<file path="src/rtl/aof_pkg.sv">
//////////////////////////////////////////////////////////////////////////////
// Overview of operation
// - DDR mode drives eleven bits per channel plus one shared forwarded clock.
// - Each DDR pair but the top one carries two successive bits per sample period, one per half.
// - Odd bits go out with forwarded clock high, even bits with it low.
// - Output current selection resets to 3.5 mA; 2.5, 4.5, 1.75 mA selectable.
// - A current double bit doubles data and clock buffer current.
// - Three termination legs enable independently, eight combinations.
// - Data pin and clock pin drive strength are raised independently.
// - Code format twos complement or offset binary, by register or select pin.
// - Positive overdrive gives 0x7FF offset binary, 0x3FF twos complement.
// - Negative overdrive gives 0x000 offset binary, 0x400 twos complement.
// - Multiplexed output only with single-ended parallel interface, never DDR.
// - Multiplexed mode interleaves both channels on bus B; bus A floats.
// - Multiplexed mode entered by power-state field or three mode pins.
// - Default pipeline delivers each sample 14 sample periods later.
// - Low-latency mode cuts the pipeline delay to 10 sample periods.
// - Low-latency mode bypasses the offset trim; output format and overdrive codes still apply.
// - Enabled offset loop estimates and subtracts each channel offset every sample.
// - Time-constant field selects span 2^27,2^26,2^25,2^24,2^28,2^29,2^27,2^27.
// - Freeze stops estimate updates while the last estimate stays subtracted.
// - Offset correction is off after reset until software enables it.
// - Power state 111 or all mode pins high selects multiplexed mode.
// - Parallel or DDR interface chosen by register bit or select pin.
//////////////////////////////////////////////////////////////////////////////
package aof_pkg;
    localparam int DATA_W = 11;
    localparam int PAIR_N = 6;
    localparam logic [7:0] OFF_CTRL = 8'h00;
    localparam logic [7:0] OFF_DRIVE = 8'h04;
    localparam logic [7:0] OFF_EST_A = 8'h08;
    localparam logic [7:0] OFF_EST_B = 8'h0c;
    localparam logic [7:0] OFF_STATUS = 8'h10;
    // Control register fields
    localparam int CTL_DDR = 0;
    localparam int CTL_TWOS = 1;
    localparam int CTL_LOWLAT = 2;
    localparam int CTL_PINS = 3;
    localparam int CTL_PS_LSB = 4;
    localparam int CTL_TRIM_EN = 8;
    localparam int CTL_FREEZE = 9;
    localparam int CTL_TC_LSB = 12;
    // Drive register fields
    localparam int DRV_CUR_LSB = 0;
    localparam int DRV_DOUBLE = 2;
    localparam int DRV_TERM_LSB = 3;
    localparam int DRV_DATA_STR = 6;
    localparam int DRV_CLK_STR = 7;
    localparam logic [15:0] CTRL_RESET = 16'h0000;
    localparam logic [7:0] DRIVE_RESET = 8'h00;
    localparam logic [1:0] CUR_3P5MA = 2'h0;
    localparam logic [1:0] CUR_2P5MA = 2'h1;
    localparam logic [1:0] CUR_4P5MA = 2'h2;
    localparam logic [1:0] CUR_1P75MA = 2'h3;
    localparam logic [2:0] PS_MUX = 3'h7;
    localparam logic [2:0] PS_A_OFF = 3'h1;
    localparam logic [2:0] PS_B_OFF = 3'h2;
    localparam logic [2:0] PS_AB_OFF = 3'h3;
    localparam int LAT_NORMAL = 14;
    localparam int LAT_LOW = 10;
    localparam int FRAC_W = 29;
    localparam int ACC_W = 44;
    localparam logic [10:0] OB_POS_CLIP = 11'h7ff;
    localparam logic [10:0] OB_NEG_CLIP = 11'h000;
    localparam logic [10:0] TC_POS_CLIP = 11'h3ff;
    localparam logic [10:0] TC_NEG_CLIP = 11'h400;
    localparam logic [10:0] SIGN_FLIP = 11'h400;
    // Log2 of the averaging span for each time-constant code
    localparam logic [4:0] TC_LOG2_0 = 5'd27;
    localparam logic [4:0] TC_LOG2_1 = 5'd26;
    localparam logic [4:0] TC_LOG2_2 = 5'd25;
    localparam logic [4:0] TC_LOG2_3 = 5'd24;
    localparam logic [4:0] TC_LOG2_4 = 5'd28;
    localparam logic [4:0] TC_LOG2_5 = 5'd29;
    localparam logic [4:0] TC_LOG2_DFLT = 5'd27;

    typedef struct packed {
        logic pos_over;
        logic neg_over;
        logic [10:0] code;
    } aof_sample_type;

    typedef enum logic [0:0] {
        AOF_HALF_HIGH = 1'b0,
        AOF_HALF_LOW = 1'b1
    } aof_half_type;
endpackage : aof_pkg

</file>
<file path="src/rtl/aof_top.sv">
// The implementer's own choices: the placing of the registers and the APB register port.
`timescale 1ns/1ns
`default_nettype none
module aof_top (
    input wire logic pclk,
    input wire logic presetn,
    input wire logic psel,
    input wire logic penable,
    input wire logic pwrite,
    input wire logic [7:0] paddr,
    input wire logic [31:0] pwdata,
    output logic [31:0] prdata,
    output logic pready,
    output logic pslverr,
    input wire logic [10:0] chan_a_raw,
    input wire logic [10:0] chan_b_raw,
    input wire logic chan_a_pos_over,
    input wire logic chan_a_neg_over,
    input wire logic chan_b_pos_over,
    input wire logic chan_b_neg_over,
    input wire logic serial_sel_pin,
    input wire logic mode_pin_a,
    input wire logic mode_pin_b,
    input wire logic mode_pin_c,
    output logic sample_strobe,
    output logic [10:0] chan_a_bus,
    output logic chan_a_oe,
    output logic [10:0] chan_b_bus,
    output logic chan_b_oe,
    output logic fwd_clock,
    output logic [5:0] ddr_a_pair,
    output logic [5:0] ddr_b_pair,
    output logic fwd_clock_pos,
    output logic fwd_clock_neg,
    output logic ddr_oe,
    output logic [1:0] lvds_current_sel,
    output logic current_double,
    output logic [2:0] term_leg_en,
    output logic data_pin_drive_sel,
    output logic clock_pin_drive_sel
);
    //////////////////////////////////////////////////////////////////////////
    localparam int ACC_W_L = aof_pkg::ACC_W;
    logic [15:0] ctrl;
    logic [7:0] drive;
    logic [3:0] pin_s1;
    logic [3:0] pin_s2;
    aof_pkg::aof_half_type half;
    logic take;
    logic ddr_mode;
    logic twos_mode;
    logic mux_mode;
    logic [2:0] pstate;
    logic trim_active;
    logic [4:0] tc_log2;
    logic [31:0] rd_value;
    logic mapped;
    logic signed [ACC_W_L-1:0] acc [2];
    logic signed [12:0] est [2];
    aof_pkg::aof_sample_type in_smp [2];
    aof_pkg::aof_sample_type fix_smp [2];
    aof_pkg::aof_sample_type pipe_a [aof_pkg::LAT_NORMAL];
    aof_pkg::aof_sample_type pipe_b [aof_pkg::LAT_NORMAL];
    aof_pkg::aof_sample_type tap [2];
    logic [10:0] word [2];
    logic [10:0] next_word [2];

    //////////////////////////////////////////////////////////////////////////
    // APB slave, zero wait states; read data captured in the setup cycle
    assign pready = 1'b1;
    assign take = (half == aof_pkg::AOF_HALF_LOW);
    assign sample_strobe = take;

    always_comb begin
        mapped = 1'b1;
        rd_value = 32'h0000_0000;
        if (paddr == aof_pkg::OFF_CTRL) begin
            rd_value = {16'h0000, ctrl};
        end else if (paddr == aof_pkg::OFF_DRIVE) begin
            rd_value = {24'h00_0000, drive};
        end else if (paddr == aof_pkg::OFF_EST_A) begin
            rd_value = {{19{est[0][12]}}, est[0]};
        end else if (paddr == aof_pkg::OFF_EST_B) begin
            rd_value = {{19{est[1][12]}}, est[1]};
        end else if (paddr == aof_pkg::OFF_STATUS) begin
            rd_value = {25'h000_0000, trim_active, pstate, mux_mode, twos_mode, ddr_mode};
        end else begin
            mapped = 1'b0;
        end
    end

    assign pslverr = psel && penable && !mapped;

    always_ff @(posedge pclk or negedge presetn) begin
        if (!presetn) begin
            prdata <= 32'h0000_0000;
        end else if (psel && !penable) begin
            prdata <= rd_value;
        end
    end

    always_ff @(posedge pclk or negedge presetn) begin
        if (!presetn) begin
            ctrl <= aof_pkg::CTRL_RESET;
            drive <= aof_pkg::DRIVE_RESET;
        end else if (psel && penable && pwrite) begin
            if (paddr == aof_pkg::OFF_CTRL) begin
                ctrl <= {1'b0, pwdata[14:12], 2'b00, pwdata[9:0]};
            end else if (paddr == aof_pkg::OFF_DRIVE) begin
                drive <= pwdata[7:0];
            end
        end
    end

    //////////////////////////////////////////////////////////////////////////
    // Buffer settings reach the pad controls through one register stage
    always_ff @(posedge pclk or negedge presetn) begin
        if (!presetn) begin
            lvds_current_sel <= aof_pkg::CUR_3P5MA;
            current_double <= 1'b0;
            term_leg_en <= 3'h0;
            data_pin_drive_sel <= 1'b0;
            clock_pin_drive_sel <= 1'b0;
        end else begin
            lvds_current_sel <= drive[aof_pkg::DRV_CUR_LSB +: 2];
            current_double <= drive[aof_pkg::DRV_DOUBLE];
            term_leg_en <= drive[aof_pkg::DRV_TERM_LSB +: 3];
            data_pin_drive_sel <= drive[aof_pkg::DRV_DATA_STR];
            clock_pin_drive_sel <= drive[aof_pkg::DRV_CLK_STR];
        end
    end

    //////////////////////////////////////////////////////////////////////////
    // Pins are asynchronous straps; two flops before use
    always_ff @(posedge pclk or negedge presetn) begin
        if (!presetn) begin
            pin_s1 <= 4'h0;
            pin_s2 <= 4'h0;
        end else begin
            pin_s1 <= {serial_sel_pin, mode_pin_a, mode_pin_b, mode_pin_c};
            pin_s2 <= pin_s1;
        end
    end

    always_comb begin
        if (ctrl[aof_pkg::CTL_PINS]) begin
            ddr_mode = pin_s2[3];
            twos_mode = pin_s2[3];
            pstate = pin_s2[2:0];
        end else begin
            ddr_mode = ctrl[aof_pkg::CTL_DDR];
            twos_mode = ctrl[aof_pkg::CTL_TWOS];
            pstate = ctrl[aof_pkg::CTL_PS_LSB +: 3];
        end
        mux_mode = (pstate == aof_pkg::PS_MUX) && !ddr_mode;
        trim_active = ctrl[aof_pkg::CTL_TRIM_EN] && !ctrl[aof_pkg::CTL_LOWLAT];
        case (ctrl[aof_pkg::CTL_TC_LSB +: 3])
            3'h0: tc_log2 = aof_pkg::TC_LOG2_0;
            3'h1: tc_log2 = aof_pkg::TC_LOG2_1;
            3'h2: tc_log2 = aof_pkg::TC_LOG2_2;
            3'h3: tc_log2 = aof_pkg::TC_LOG2_3;
            3'h4: tc_log2 = aof_pkg::TC_LOG2_4;
            3'h5: tc_log2 = aof_pkg::TC_LOG2_5;
            default: tc_log2 = aof_pkg::TC_LOG2_DFLT;
        endcase
    end

    //////////////////////////////////////////////////////////////////////////
    // Sample period is two pclk cycles: high half then low half
    always_ff @(posedge pclk or negedge presetn) begin
        if (!presetn) begin
            half <= aof_pkg::AOF_HALF_HIGH;
        end else begin
            case (half)
                aof_pkg::AOF_HALF_HIGH: half <= aof_pkg::AOF_HALF_LOW;
                default: half <= aof_pkg::AOF_HALF_HIGH;
            endcase
        end
    end

    //////////////////////////////////////////////////////////////////////////
    // Offset loop per channel; estimate is the integer part of the accumulator
    assign in_smp[0] = '{pos_over: chan_a_pos_over, neg_over: chan_a_neg_over, code: chan_a_raw};
    assign in_smp[1] = '{pos_over: chan_b_pos_over, neg_over: chan_b_neg_over, code: chan_b_raw};

    genvar ch;
    generate
        for (ch = 0; ch < 2; ch++) begin : g_trim
            logic signed [13:0] diff;
            logic signed [10:0] sat;
            logic signed [ACC_W_L-1:0] step;
            logic [4:0] shamt;
            assign est[ch] = acc[ch][aof_pkg::FRAC_W +: 13];
            always_comb begin
                // Raw code is offset binary; inverting the top bit centres it
                diff = $signed({{3{~in_smp[ch].code[10]}}, ~in_smp[ch].code[10],
                    in_smp[ch].code[9:0]}) - $signed({est[ch][12], est[ch]});
                if (diff > 14'sd1023) begin
                    sat = 11'sd1023;
                end else if (diff < -14'sd1024) begin
                    sat = 11'sh400;
                end else begin
                    sat = diff[10:0];
                end
                shamt = 5'(aof_pkg::FRAC_W) - tc_log2;
                step = $signed({{(ACC_W_L-14){diff[13]}}, diff}) <<< shamt;
            end
            always_ff @(posedge pclk or negedge presetn) begin
                if (!presetn) begin
                    acc[ch] <= '0;
                end else if (!trim_active) begin
                    acc[ch] <= '0;
                end else if (take && !ctrl[aof_pkg::CTL_FREEZE]) begin
                    acc[ch] <= acc[ch] + step;
                end
            end
            always_comb begin
                fix_smp[ch] = in_smp[ch];
                if (trim_active) begin
                    fix_smp[ch].code = sat;
                end else begin
                    fix_smp[ch].code = in_smp[ch].code ^ aof_pkg::SIGN_FLIP;
                end
            end
        end
    endgenerate

    //////////////////////////////////////////////////////////////////////////
    // Delay line holds signed codes; format applied at the output tap
    always_ff @(posedge pclk or negedge presetn) begin
        if (!presetn) begin
            for (int i = 0; i < aof_pkg::LAT_NORMAL; i++) begin
                pipe_a[i] <= '0;
                pipe_b[i] <= '0;
            end
        end else if (take) begin
            pipe_a[0] <= fix_smp[0];
            pipe_b[0] <= fix_smp[1];
            for (int i = 1; i < aof_pkg::LAT_NORMAL; i++) begin
                pipe_a[i] <= pipe_a[i-1];
                pipe_b[i] <= pipe_b[i-1];
            end
        end
    end

    always_comb begin
        if (ctrl[aof_pkg::CTL_LOWLAT]) begin
            tap[0] = pipe_a[aof_pkg::LAT_LOW-1];
            tap[1] = pipe_b[aof_pkg::LAT_LOW-1];
        end else begin
            tap[0] = pipe_a[aof_pkg::LAT_NORMAL-1];
            tap[1] = pipe_b[aof_pkg::LAT_NORMAL-1];
        end
        for (int c = 0; c < 2; c++) begin
            next_word[c] = word[c];
            if (take) begin
                if (tap[c].pos_over) begin
                    next_word[c] = twos_mode ? aof_pkg::TC_POS_CLIP : aof_pkg::OB_POS_CLIP;
                end else if (tap[c].neg_over) begin
                    next_word[c] = twos_mode ? aof_pkg::TC_NEG_CLIP : aof_pkg::OB_NEG_CLIP;
                end else if (twos_mode) begin
                    next_word[c] = tap[c].code;
                end else begin
                    next_word[c] = tap[c].code ^ aof_pkg::SIGN_FLIP;
                end
            end
        end
    end

    always_ff @(posedge pclk or negedge presetn) begin
        if (!presetn) begin
            word[0] <= 11'h000;
            word[1] <= 11'h000;
        end else begin
            word[0] <= next_word[0];
            word[1] <= next_word[1];
        end
    end

    //////////////////////////////////////////////////////////////////////////
    // Pins are registered from next_word so data and clock leave together
    always_ff @(posedge pclk or negedge presetn) begin
        if (!presetn) begin
            fwd_clock <= 1'b0;
            fwd_clock_pos <= 1'b0;
            fwd_clock_neg <= 1'b1;
            ddr_a_pair <= 6'h00;
            ddr_b_pair <= 6'h00;
            chan_a_bus <= 11'h000;
            chan_b_bus <= 11'h000;
        end else begin
            fwd_clock <= take;
            fwd_clock_pos <= take;
            fwd_clock_neg <= !take;
            for (int p = 0; p < aof_pkg::PAIR_N; p++) begin
                if (take) begin
                    // Top pair has no odd partner above bit 10
                    ddr_a_pair[p] <= (p < 5) ? next_word[0][(2*p+1) % aof_pkg::DATA_W]
                        : 1'b0;
                    ddr_b_pair[p] <= (p < 5) ? next_word[1][(2*p+1) % aof_pkg::DATA_W]
                        : 1'b0;
                end else begin
                    ddr_a_pair[p] <= word[0][2*p];
                    ddr_b_pair[p] <= word[1][2*p];
                end
            end
            if (take) begin
                chan_a_bus <= next_word[0];
                chan_b_bus <= mux_mode ? next_word[0] : next_word[1];
            end else begin
                chan_b_bus <= mux_mode ? word[1] : word[1];
            end
        end
    end

    always_ff @(posedge pclk or negedge presetn) begin
        if (!presetn) begin
            ddr_oe <= 1'b0;
            chan_a_oe <= 1'b0;
            chan_b_oe <= 1'b0;
        end else begin
            ddr_oe <= ddr_mode;
            chan_a_oe <= !ddr_mode && !mux_mode && (pstate != aof_pkg::PS_A_OFF)
                && (pstate != aof_pkg::PS_AB_OFF);
            chan_b_oe <= !ddr_mode && (pstate != aof_pkg::PS_B_OFF)
                && (pstate != aof_pkg::PS_AB_OFF);
        end
    end
endmodule : aof_top
`default_nettype wire

</file>
<file path="config.mk">
export PLATFORM = sky130hd
export DESIGN_NAME = aof_top
export DESIGN_NICKNAME = d
export VERILOG_FILES = /design/src/rtl/aof_pkg.sv /design/src/rtl/aof_top.sv
export SDC_FILE = /design/constraint.sdc
export NUM_CORES = 1
export LEC_CHECK = 0
export BUFFER_PORTS_ARGS = -buffer_cell sky130_fd_sc_hd__clkbuf_2
export CORE_ASPECT_RATIO = 0.5
export CORE_UTILIZATION = 62
export CTS_CLUSTER_DIAMETER = 40
export CTS_CLUSTER_SIZE = 24
export DETAILED_ROUTE_END_ITERATION = 6
export PLACE_DENSITY = 0.82
export SKIP_LAST_GASP = 1
export SYNTH_ARGS = -nofsm -noshare
export SYNTH_HDL_FRONTEND = slang
export SYNTH_SLANG_ARGS = --single-unit
export TNS_END_PERCENT = 100
</file>
<file path="constraint.sdc">
create_clock -name pclk -period 5.35 [get_ports pclk]
set_input_delay 0.535 -clock pclk [delete_from_list [all_inputs] [get_ports pclk]]
set_output_delay 0.535 -clock pclk [all_outputs]
set_load 0.005 [all_outputs]
</file>
## After elaboration in Yosys (flattened, before gate mapping)

Index checks and enable logic that the tools add are counted.

| cells by class | value |
|---|---|
| add/sub/neg operators | 5 |
| order comparisons | 4 |
| eq/ne operators | 14 |
| shifts and indexed selects | 2 |
| multiplexer cells | 50 |
| bitwise logic cells | 5 |
| reduce and logical (&&, ||, !) cells | 22 |

Operators with widths:

| operator | count |
|---|---|
| two-way mux 11 bit | 18 |
| two-way mux 44 bit | 4 |
| two-way mux 32 bit | 4 |
| adder 44 bit | 2 |
| <<< shifter 14 x 5 -> 44 bit | 2 |
| > comparator 14 x 11 -> 1 bit, second input constant | 2 |
| < comparator 14 x 11 -> 1 bit, second input constant | 2 |
| subtractor 11 x 13 -> 14 bit | 2 |
| two-way mux 26 bit | 1 |
| two-way mux 1 bit | 20 |
| == test 8 x 4 -> 1 bit, second input constant | 2 |
| case mux 3 bit (5 select lines) | 1 |
| logical AND 1 bit | 12 |
| == test 3 bit, second input constant | 3 |
| == test 8 x 3 -> 1 bit, second input constant | 1 |
| == test 8 x 5 -> 1 bit, second input constant | 1 |
| logical NOT 8 bit | 1 |
| logical NOT 1 bit | 7 |
| two-way mux 7 bit | 1 |
| == test 3 x 2 -> 1 bit, second input constant | 2 |
| != test 3 x 2 -> 1 bit, second input constant | 2 |
| inverter 1 bit | 5 |
| subtractor 5 bit, first input constant | 1 |
| == test 3 x 1 -> 1 bit, second input constant | 1 |
| other kinds (5) | 5 |

| storage, ports and cells | value |
|---|---|
| register bits | 583 |
| output and inout port bits | 83 |
| word-level logic and storage cells | 210 |

## Longest topological paths before layout

Gate-level depths: netlist of the first run.

| logic depth | value |
|---|---|
| depth in word-level cells | 8 |
| mapped depth | 23 |
| depth with buffers taken out | 22 |

## Worst setup path before layout of the first run

Ideal clock, no wire load.

| timing path | value |
|---|---|
| kind | in2reg |
| start point | in chan_a_raw[1] |
| end point | reg acc[78] (netlist bit) |
| library setup time | 126 ps |
| arrival time | 4,861 ps |
| data required time | 5,224 ps |
| slack | 363 ps |
| stages | 21 |
| path through | ha_1 nor2b_1 o31a_1 o311a_1 a21o_1 a311o_1 a21oi_1 a21oi_1 mux2i_1 nor2_1 ha_1 clkbuf_1 a211oi_1 o211ai_1 a221oi_1 a21oi_1 o221ai_1 o21ai_1 a31oi_1 mux2i_1 a221o_1 |

| between the ends | value |
|---|---|
| longest elaborated chain between the ends | 5 |

RTL lines:

| item | RTL line | RTL |
|---|---|---|
| start: declaration | aof_top.sv:15 | `input wire logic [10:0] chan_a_raw,` |
| subtractor 11 x 13 -> 14 bit | aof_top.sv:197 | `in_smp[ch].code[9:0]}) - $signed({est[ch][12], est[ch]});` |
| <<< shifter 14 x 5 -> 44 bit | aof_top.sv:206 | `step = $signed({{(ACC_W_L-14){diff[13]}}, diff}) <<< shamt;` |
| adder 44 bit | aof_top.sv:214 | `acc[ch] <= acc[ch] + step;` |
| two-way mux 44 bit | aof_top.sv:213 | `end else if (take && !ctrl[aof_pkg::CTL_FREEZE]) begin` |
| two-way mux 44 bit | aof_top.sv:211 | `end else if (!trim_active) begin` |
| end signal: indexed assignment | aof_top.sv:214 |  |
| end: declaration | aof_top.sv:58 | `logic signed [ACC_W_L-1:0] acc [2];` |

Every way passes these cells. The select of a mux whose other input is x is not followed.
A chain may end at the register's enable or synchronous reset.

## Final worst setup path of the first run

| timing path | value |
|---|---|
| start point | reg acc[73] (netlist bit) |
| end point | reg acc[79] (netlist bit) |

| between the ends | value |
|---|---|
| longest elaborated chain between the ends | 5 |

RTL lines:

| item | RTL line |
|---|---|
| subtractor 11 x 13 -> 14 bit | aof_top.sv:197 |
| <<< shifter 14 x 5 -> 44 bit | aof_top.sv:206 |
| adder 44 bit (*) | aof_top.sv:214 |
| two-way mux 44 bit (*) | aof_top.sv:213 |
| two-way mux 44 bit (*) | aof_top.sv:211 |

Every way passes the cells marked *; elsewhere a longest branch is shown, timed or not. The select of a mux whose other input is x is not followed.

==> summary.md, run 1 <==
| Metric | Value |
|---|---|
| Post-Place Cells | `3531` |
| Clock group share of total power | `0.388` |
| Tmin final | `5.29 ns` |
| Status | `completed` |
| Slew headroom | `0.253` |
| Max frequency | `189 MHz` |
| Share of cells above drive strength 1 | `0.312` |
| Total CTS buffers | `45` |
| Crit Path Max Fanout | `4` |
| Fin. max-slew vios | `0` |
| CTS Sinks | `563` |
| Yosys top cell area share | `0.483` |
| Worst Skew | `0.0419 ns` |
| Netlist cell types | `86` |
| Hold WS | `0.0408 ns` |
| DRT Pass-1 Iters | `6` |
| Worst-Skew Late Latency | `0.61 ns` |
| Switching share of power | `0.270` |
| CORE AREA | `0.0458 mm^2` |
| Syn_nets | `2898` |
| Post-DP HPWL | `50.4 mm` |
| DR vias | `22000` |
| Remaining antenna violation count | `0` |
| Die area | `0.0479 mm^2` |
| Seq cells post-synth | `563` |
| Non-Filler Instances | `3630` |
| Syn Std Cell Area | `0.0291 mm^2` |
| Clock buffer depth | `3` |
| Critical Path RT | `5.81 ns` |
| I/O Pins | `158` |
| Pwr/cell area | `278 mW/mm^2` |
| Die Y | `155 um` |
| Clk pin slew, worst setup/hold paths | `0.08 ns` |
| Internal power | `6.86 mW` |
| Number of enable flip-flop cells after synthesis | `0` |
| Sw power | `2.54 mW` |
| Average wire per standard cell | `20.4 um` |
| Crit path launch type | `register` |
| DRC | `0` |
| Effective utilization at floorplan | `0.637` |
| Crit path DAT | `5.75 ns` |
| Multi-input gate area | `0.0144 mm^2` |
| Slew @ Worst Pin | `1.12 ns` |
| Number of global-route vias before repair | `21800` |
| CTS tree | `built` |
| Drt via density | `6.06` |
| Tot GR Track Use | `0.313` |
| Root Driver | `clkbuf_16` |
| IO buf count | `137` |
| Fin crit share | `0.990` |
| Top FF cell, synth | `dfrtp_1` |
| Synth-to-layout area growth | `16.0%` |
| Type of the worst min-delay path | `in -> reg` |
| RSZ-0062 raised after global routing | `true` |
| Final TNS setup | `0 ns` |
| Final-layout fill cell count | `3022` |
| Comb pwr share | `0.129` |
| Synth top area cells | `dfrtp_1 (48%), mux2_2 (15%), ha_1 (5.0%)` |
| Hold Vio Cnt, Final | `0` |
| Seq pwr share | `0.483` |
| Die width | `309 um` |
| Leak Pwr | `15.5 nW` |
| Initial antenna violation count | `2` |
| Cell with the most instances after synthesis | `dfrtp_1` |
| Total power | `9.39 mW` |
| Commonest cells in the netlist | `dfrtp_1 (562), mux2_2 (377), nand2_1 (286)` |
| DP Worst Slack | `-0.265 ns` |
| Row cnt | `55` |
| Seq. cell area | `0.0141 mm^2` |
| Final #Nets | `3163` |
| # setup viols final | `0` |
| Area leader, netlist | `dfrtp_1` |
| Avg Cell Area, Syn | `10.8 um^2` |
| WL final | `74.1 mm` |
| Grt total ovfl | `0` |
| Yosys warns | `0` |
| Max cap viols | `0` |
| Global placer's final weighted congestion | `0.948` |
| Cells after synthesis | `2703` |
| Crit Path Class | `reg -> reg` |
| Post-route setup slack | `0.0560 ns` |
| VDD IR-drop max | `210 uV` |
| Crit end category | `register` |
| Largest net degree at the start of global routing | `215` |
| First-pass GRT wire length | `118 mm` |
| Sequential fraction of the synthesis area | `0.484` |
| Fraction of registers with async set/reset | `1.00` |
| Initial drt markers | `2075` |
| H-tree depth | `2` |
## timing repair
item,4_1_cts,5_1_grt
endpoints found under the setup margin,2,29
resized for setup,5,78
pin swaps,1,31
setup buffers,1,15
hold buffers,1,0
endpoints found under the hold margin,1,0
## registers in the layout, indices dropped and copies added, names as in the netlist, 2 cells and up
name,flops
prdata,16
pin_s2,4
acc,84
pipe_a,182
word,22
drive,8
ddr_b_pair,6
pipe_b,182
term_leg_en,3
chan_b_bus,11
chan_a_bus,11
ddr_a_pair,6
ctrl,13
lvds_current_sel,2
pin_s1,4
## cell families (layout without fill, tap and decap cells)
group | Yosys count | after routing | synth area share
buffers and inverters | 240 | 538 | 0.0338
and+or+nand+nor | 615 | 615 | 0.0936
DFF | 563 | 563 | 0.484
adders and majority gates | 120 | 120 | 0.0526
muxes | 445 | 445 | 0.170
xor gates and xnor gates | 75 | 75 | 0.0225
other | 1 | 3 | 0.000129
AOI/OAI and AO/OA | 644 | 644 | 0.144
## critical path, cell delays in order, from the launching register on
cell	delay [ns]
dfrtp_1	0.44
ha_1	0.23
buf_4	0.12
nor2b_1	0.04
o31a_1	0.27
o311a_1	0.37
buf_4	0.15
o211ai_1	0.32
a211oi_1	0.17
a211oi_1	0.28
a21oi_1	0.11
mux2i_1	0.22
nor2_1	0.11
ha_1	0.30
buf_4	0.15
nand4_1	0.16
o221ai_1	0.15
a21oi_1	0.25
o21ai_1	0.14
a31o_1	0.24
nor3b_2	0.17
o211a_1	0.24
or3_1	0.30
a32o_1	0.25
## cell usage in the layout (no fill, tap or decap), types with 10 or more instances in the layout
cell type	Yosys	layout
o21ai_0	168	158
clkbuf_2	0	136
a211oi_2	3	10
a31oi_1	24	19
nand2_1	286	285
o21ai_1	10	18
a221oi_2	9	10
or3_1	12	12
dfrtp_1	562	559
o21a_1	31	31
mux2i_1	66	65
clkbuf_16	0	46
o21bai_1	12	12
buf_4	18	223
ha_1	116	112
a21oi_1	174	160
and3_1	15	15
nor3_1	37	34
o211ai_1	27	27
nor2b_1	18	15
a211oi_1	45	38
inv_1	88	86
nand2b_1	12	11
a21o_1	37	37
xnor2_1	51	49
nand3_1	26	26
nor2_1	149	144
nand4_1	16	16
xor2_1	24	24
mux2_2	377	377
a21oi_2	0	13
## layout make-up
class,count,area share
timing repair buffer,369,0.0749
tap,627,0.0232
inverter,89,0.00988
multi-input combinational,1900,0.427
sequential,563,0.417
clock inverter,29,0.0123
antenna,2,0.000148
clock buffer,51,0.0352
## power by group through the flow
stage / registers, mW / clock network, mW / logic [mW]
detailed placement: 4.62 / 0 / 1.14
global route: 4.56 / 3.85 / 1.32
floorplan: 4.58 / 0 / 0.664
finish: 4.54 / 3.64 / 1.21
global placement: 4.60 / 0 / 1.11
CTS: 4.54 / 3.69 / 1.16
## per-stage QoR
stage	util	area [um^2]
2_1_floorplan	-	29100
3_3_place_gp	0.693	31700
3_5_place_dp	0.693	31700
4_1_cts	0.729	33400
5_1_grt	0.739	33800
6_report	0.739	33800
## layer usage
layer | track usage | vias up | share of wire
li1 | - | 10200 | -
met4 | 0.129 | 0 | 0.040
met3 | 0.0520 | 181 | 0.056
met1 | 0.429 | 10900 | 0.44
met2 | 0.498 | 695 | 0.47
met5 | 0 | - | 0
## path summary, 6_finish.rpt
kind	end	from	slack, ns	depth (start not counted)
setup / recovery	acc[79]	acc[73]	0.06	23
min in group asynchronous	acc[23]	presetn	0.54	2
hold reg to reg	pin_s2[2]	pin_s1[2]	0.36	0
setup reg to reg	acc[79]	acc[73]	0.06	23
max in group asynchronous	pipe_a[117]	presetn	3.56	3
hold / removal	pin_s1[2]	mode_pin_a	0.04	1
Note: power is estimated with default switching activity, not from simulation.
==> run 2: changes to the inputs <==
--- a/config.mk
+++ b/config.mk
@@ -7,11 +7,11 @@
 export LEC_CHECK = 0
 export BUFFER_PORTS_ARGS = -buffer_cell sky130_fd_sc_hd__clkbuf_2
 export CORE_ASPECT_RATIO = 0.5
-export CORE_UTILIZATION = 62
+export CORE_UTILIZATION = 56
 export CTS_CLUSTER_DIAMETER = 40
 export CTS_CLUSTER_SIZE = 24
 export DETAILED_ROUTE_END_ITERATION = 6
-export PLACE_DENSITY = 0.82
+export PLACE_DENSITY = 0.78
 export SKIP_LAST_GASP = 1
 export SYNTH_ARGS = -nofsm -noshare
 export SYNTH_HDL_FRONTEND = slang
==> constraint.sdc (replaced) <==
create_clock -name pclk -period 4.33 [get_ports pclk]
set_input_delay 0.433 -clock pclk [delete_from_list [all_inputs] [get_ports pclk]]
set_output_delay 0.433 -clock pclk [all_outputs]
set_load 0.005 [all_outputs]
==> summary.md, run 2 (synthesized netlist as in run 1, its figures left out) <==
| Metric | Value |
|---|---|
| Status | `complete, but fails checks` |
| Failing checks | `negative setup slack` |
| VDD IR-drop max | `256 uV (+22%)` |
| Tmin final | `5.18 ns (-0.109 ns)` |
| DP Worst Slack | `-1.08 ns (-0.811 ns)` |
| Top Registers | `pipe_a x182, pipe_b x182, acc x84` |
| Drt via density | `6.01 (-0.89%)` |
| CTS tree | `built` |
| Fin. max-slew vios | `0 (unchanged)` |
| Global placer's final weighted congestion | `0.992 (+4.6%)` |
| Type of the worst min-delay path | `in -> reg` |
| Tot GR Track Use | `0.319 (+0.00603)` |
| Crit end category | `register` |
| Clk pin slew, worst setup/hold paths | `0.09 ns (about the same)` |
| Most common cell after layout, fill and taps aside | `dfrtp_1` |
| Largest net degree at the start of global routing | `207 (-3.7%)` |
| Share of cells above drive strength 1 | `0.463 (+0.151)` |
| H-tree depth | `2 (unchanged)` |
| Die width | `325 um (+5.2%)` |
| Synth-to-layout area growth | `33.2%` |
| Clock buffer depth | `3 (unchanged)` |
| Post-route setup slack | `-0.855 ns (-0.911 ns)` |
| I/O Pins | `158 (unchanged)` |
| IO buf count | `137 (unchanged)` |
| Number of global-route vias before repair | `24300 (+12%)` |
| Worst Skew | `0.0492 ns (+0.00724 ns)` |
| Non-Filler Instances | `4070 (+12%)` |
| Slew @ Worst Pin | `1.25 ns (+0.132 ns)` |
| Hold Vio Cnt, Final | `0 (unchanged)` |
| Root Driver | `clkbuf_16` |
| Final #Nets | `3538 (+12%)` |
| Crit-path max cell delay | `0.46 ns (+0.02 ns)` |
| Crit-path cells | `ha_4 -> fa_2 -> nor2b_4 -> o31ai_2 -> a211oi_2 -> buf_4 -> o2111ai_1 -> o211ai_1 -> buf_4 -> nor2_1 -> o21ai_0 -> o21ai_1 -> nor2_2 -> ha_1 -> nand2_4 -> buf_4 -> a21oi_1 -> a221oi_2 -> a21oi_2 -> o221ai_2 -> o21ai_2 -> a31oi_2 -> mux2i_1 -> a221o_1` |
| Crit Path Max Fanout | `5 (+1)` |
| Worst-Skew Late Latency | `0.61 ns (about the same)` |
| Post-Place Cells | `3868 (+9.5%)` |
| Final TNS setup | `-31.76 ns (-31.76 ns)` |
| Row cnt | `58 (+5.5%)` |
| Average wire per standard cell | `21.6 um (+6.0%)` |
| RSZ-0062 raised after global routing | `true` |
| Die area | `0.0530 mm^2 (+11%)` |
| Crit path DAT | `5.62 ns (-0.13 ns)` |
| # setup viols final | `66 (+66)` |
| Die Y | `163 um (+5.2%)` |
| Crit Path Class | `reg -> reg` |
| Effective utilization at floorplan | `0.574 (-0.0631)` |
| WL final | `88.0 mm (+19%)` |
| CP max-delay cell | `dfrtp_2` |
| Crit path launch type | `register` |
| Final-layout fill cell count | `3045 (+0.76%)` |
| Max frequency | `193 MHz (+2.1%)` |
| Initial drt markers | `2362 (+14%)` |
| Initial antenna violation count | `2 (unchanged)` |
| CTS Sinks | `563 (unchanged)` |
| DRT Pass-1 Iters | `6 (unchanged)` |
| DR vias | `24400 (+11%)` |
| CORE AREA | `0.0508 mm^2 (+11%)` |
| Max cap viols | `0 (unchanged)` |
| Slew headroom | `0.163 (-0.0901)` |
| Critical Path RT | `4.77 ns (-1.04 ns)` |
| Grt total ovfl | `0 (unchanged)` |
| Remaining antenna violation count | `0 (unchanged)` |
| Total CTS buffers | `45 (unchanged)` |
| First-pass GRT wire length | `134 mm (+13%)` |
| Leak Pwr | `17.7 nW (+15%)` |
| CP dominant cell by count | `buf_4` |
| Pwr/cell area | `312 mW/mm^2 (+12%)` |
| DRC | `0 (unchanged)` |
| Most frequent cells in the layout | `dfrtp_1 (558), buf_4 (549), mux2_2 (374), nand2_1 (275), clkbuf_2 (136)` |
| Fin crit share | `1.20 (+0.208)` |
| Post-DP HPWL | `56.5 mm (+12%)` |
## run 2: changes by cell type in the layout (fill, tap and decap cells not counted), moves of 23 or more
cell,previous run,this run
buf_4,223,549
buf_6,1,41
ha_4,3,27
o21ai_0,158,113
o21ai_2,2,25
a21oi_1,160,110
a21oi_2,13,50
ha_1,112,86
## run 2: path summary, 6_finish.rpt
path                            startpoint           to  slack [ns]  depth (start not counted)
setup / recovery                   acc[73]      acc[78]       -0.85                         24
hold / removal             chan_b_neg_over  pipe_b[180]        0.04                          2
setup reg to reg                   acc[73]      acc[78]       -0.85                         24
hold reg to reg                  pin_s1[2]    pin_s2[2]        0.34                          0
max in group asynchronous          presetn      acc[73]        2.81                          3
min in group asynchronous          presetn    prdata[9]        0.45                          2
## run 2: power by group
part | switching (mW) | total [mW] | leakage (nW) | internal (mW)
registers | 0.133 | 5.61 | 6.80 | 5.48
clock network | 2.17 | 4.41 | 0.763 | 2.24
logic | 1.08 | 2.07 | 10.2 | 0.993
## run 2: repair_timing
action,CTS,global route
setup endpoints to repair,63,76
hold buffers,5,0
buffers inserted,77,51
hold endpoints to repair,80,0
gates resized for setup,282,197
pin swaps,174,127
## run 2: per-stage QoR
step	cell area, um^2	util	power (mW)	hold slack [ns]
2_1_floorplan	29300	-	6.50	0.137
3_3_place_gp	34100	0.670	7.26	0.333
3_5_place_dp	34100	0.670	7.33	0.336
4_1_cts	37600	0.741	12.0	0.0198
5_1_grt	38800	0.764	12.5	0.0339
6_report	38800	0.764	12.1	0.0422
## run 2: layout make-up
type	instances	area (um^2)	share of cell area
Multi-Input combinational cell	1900	16300	0.421
Sequential cell	563	14100	0.363
Timing Repair Buffer	744	5570	0.144
Clock buffer	59	1270	0.0327
Tap cell	690	863	0.0223
Inverter	89	334	0.00861
Clock inverter	23	314	0.00809
Antenna cell	2	5.00	0.000129
## run 2: worst max-delay path, delay by kind of cell, from the launching register on
kind | cells | cell delay (ns)
buf+inv | 3 | 0.50
fa+ha+maj | 3 | 0.92
simple gates | 4 | 0.52
compound gates | 13 | 2.52
flops | 1 | 0.46
mux | 1 | 0.11
## run 2: metal layers
| layer | track usage | vias up | routed length [um] |
|---|---|---|---|
| met5 | 0 | - | 0 |
| met2 | 0.522 | 994 | 41700 |
| met3 | 0.0471 | 267 | 5760 |
| li1 | - | 11000 | - |
| met4 | 0.126 | 0 | 4050 |
| met1 | 0.431 | 12200 | 36500 |
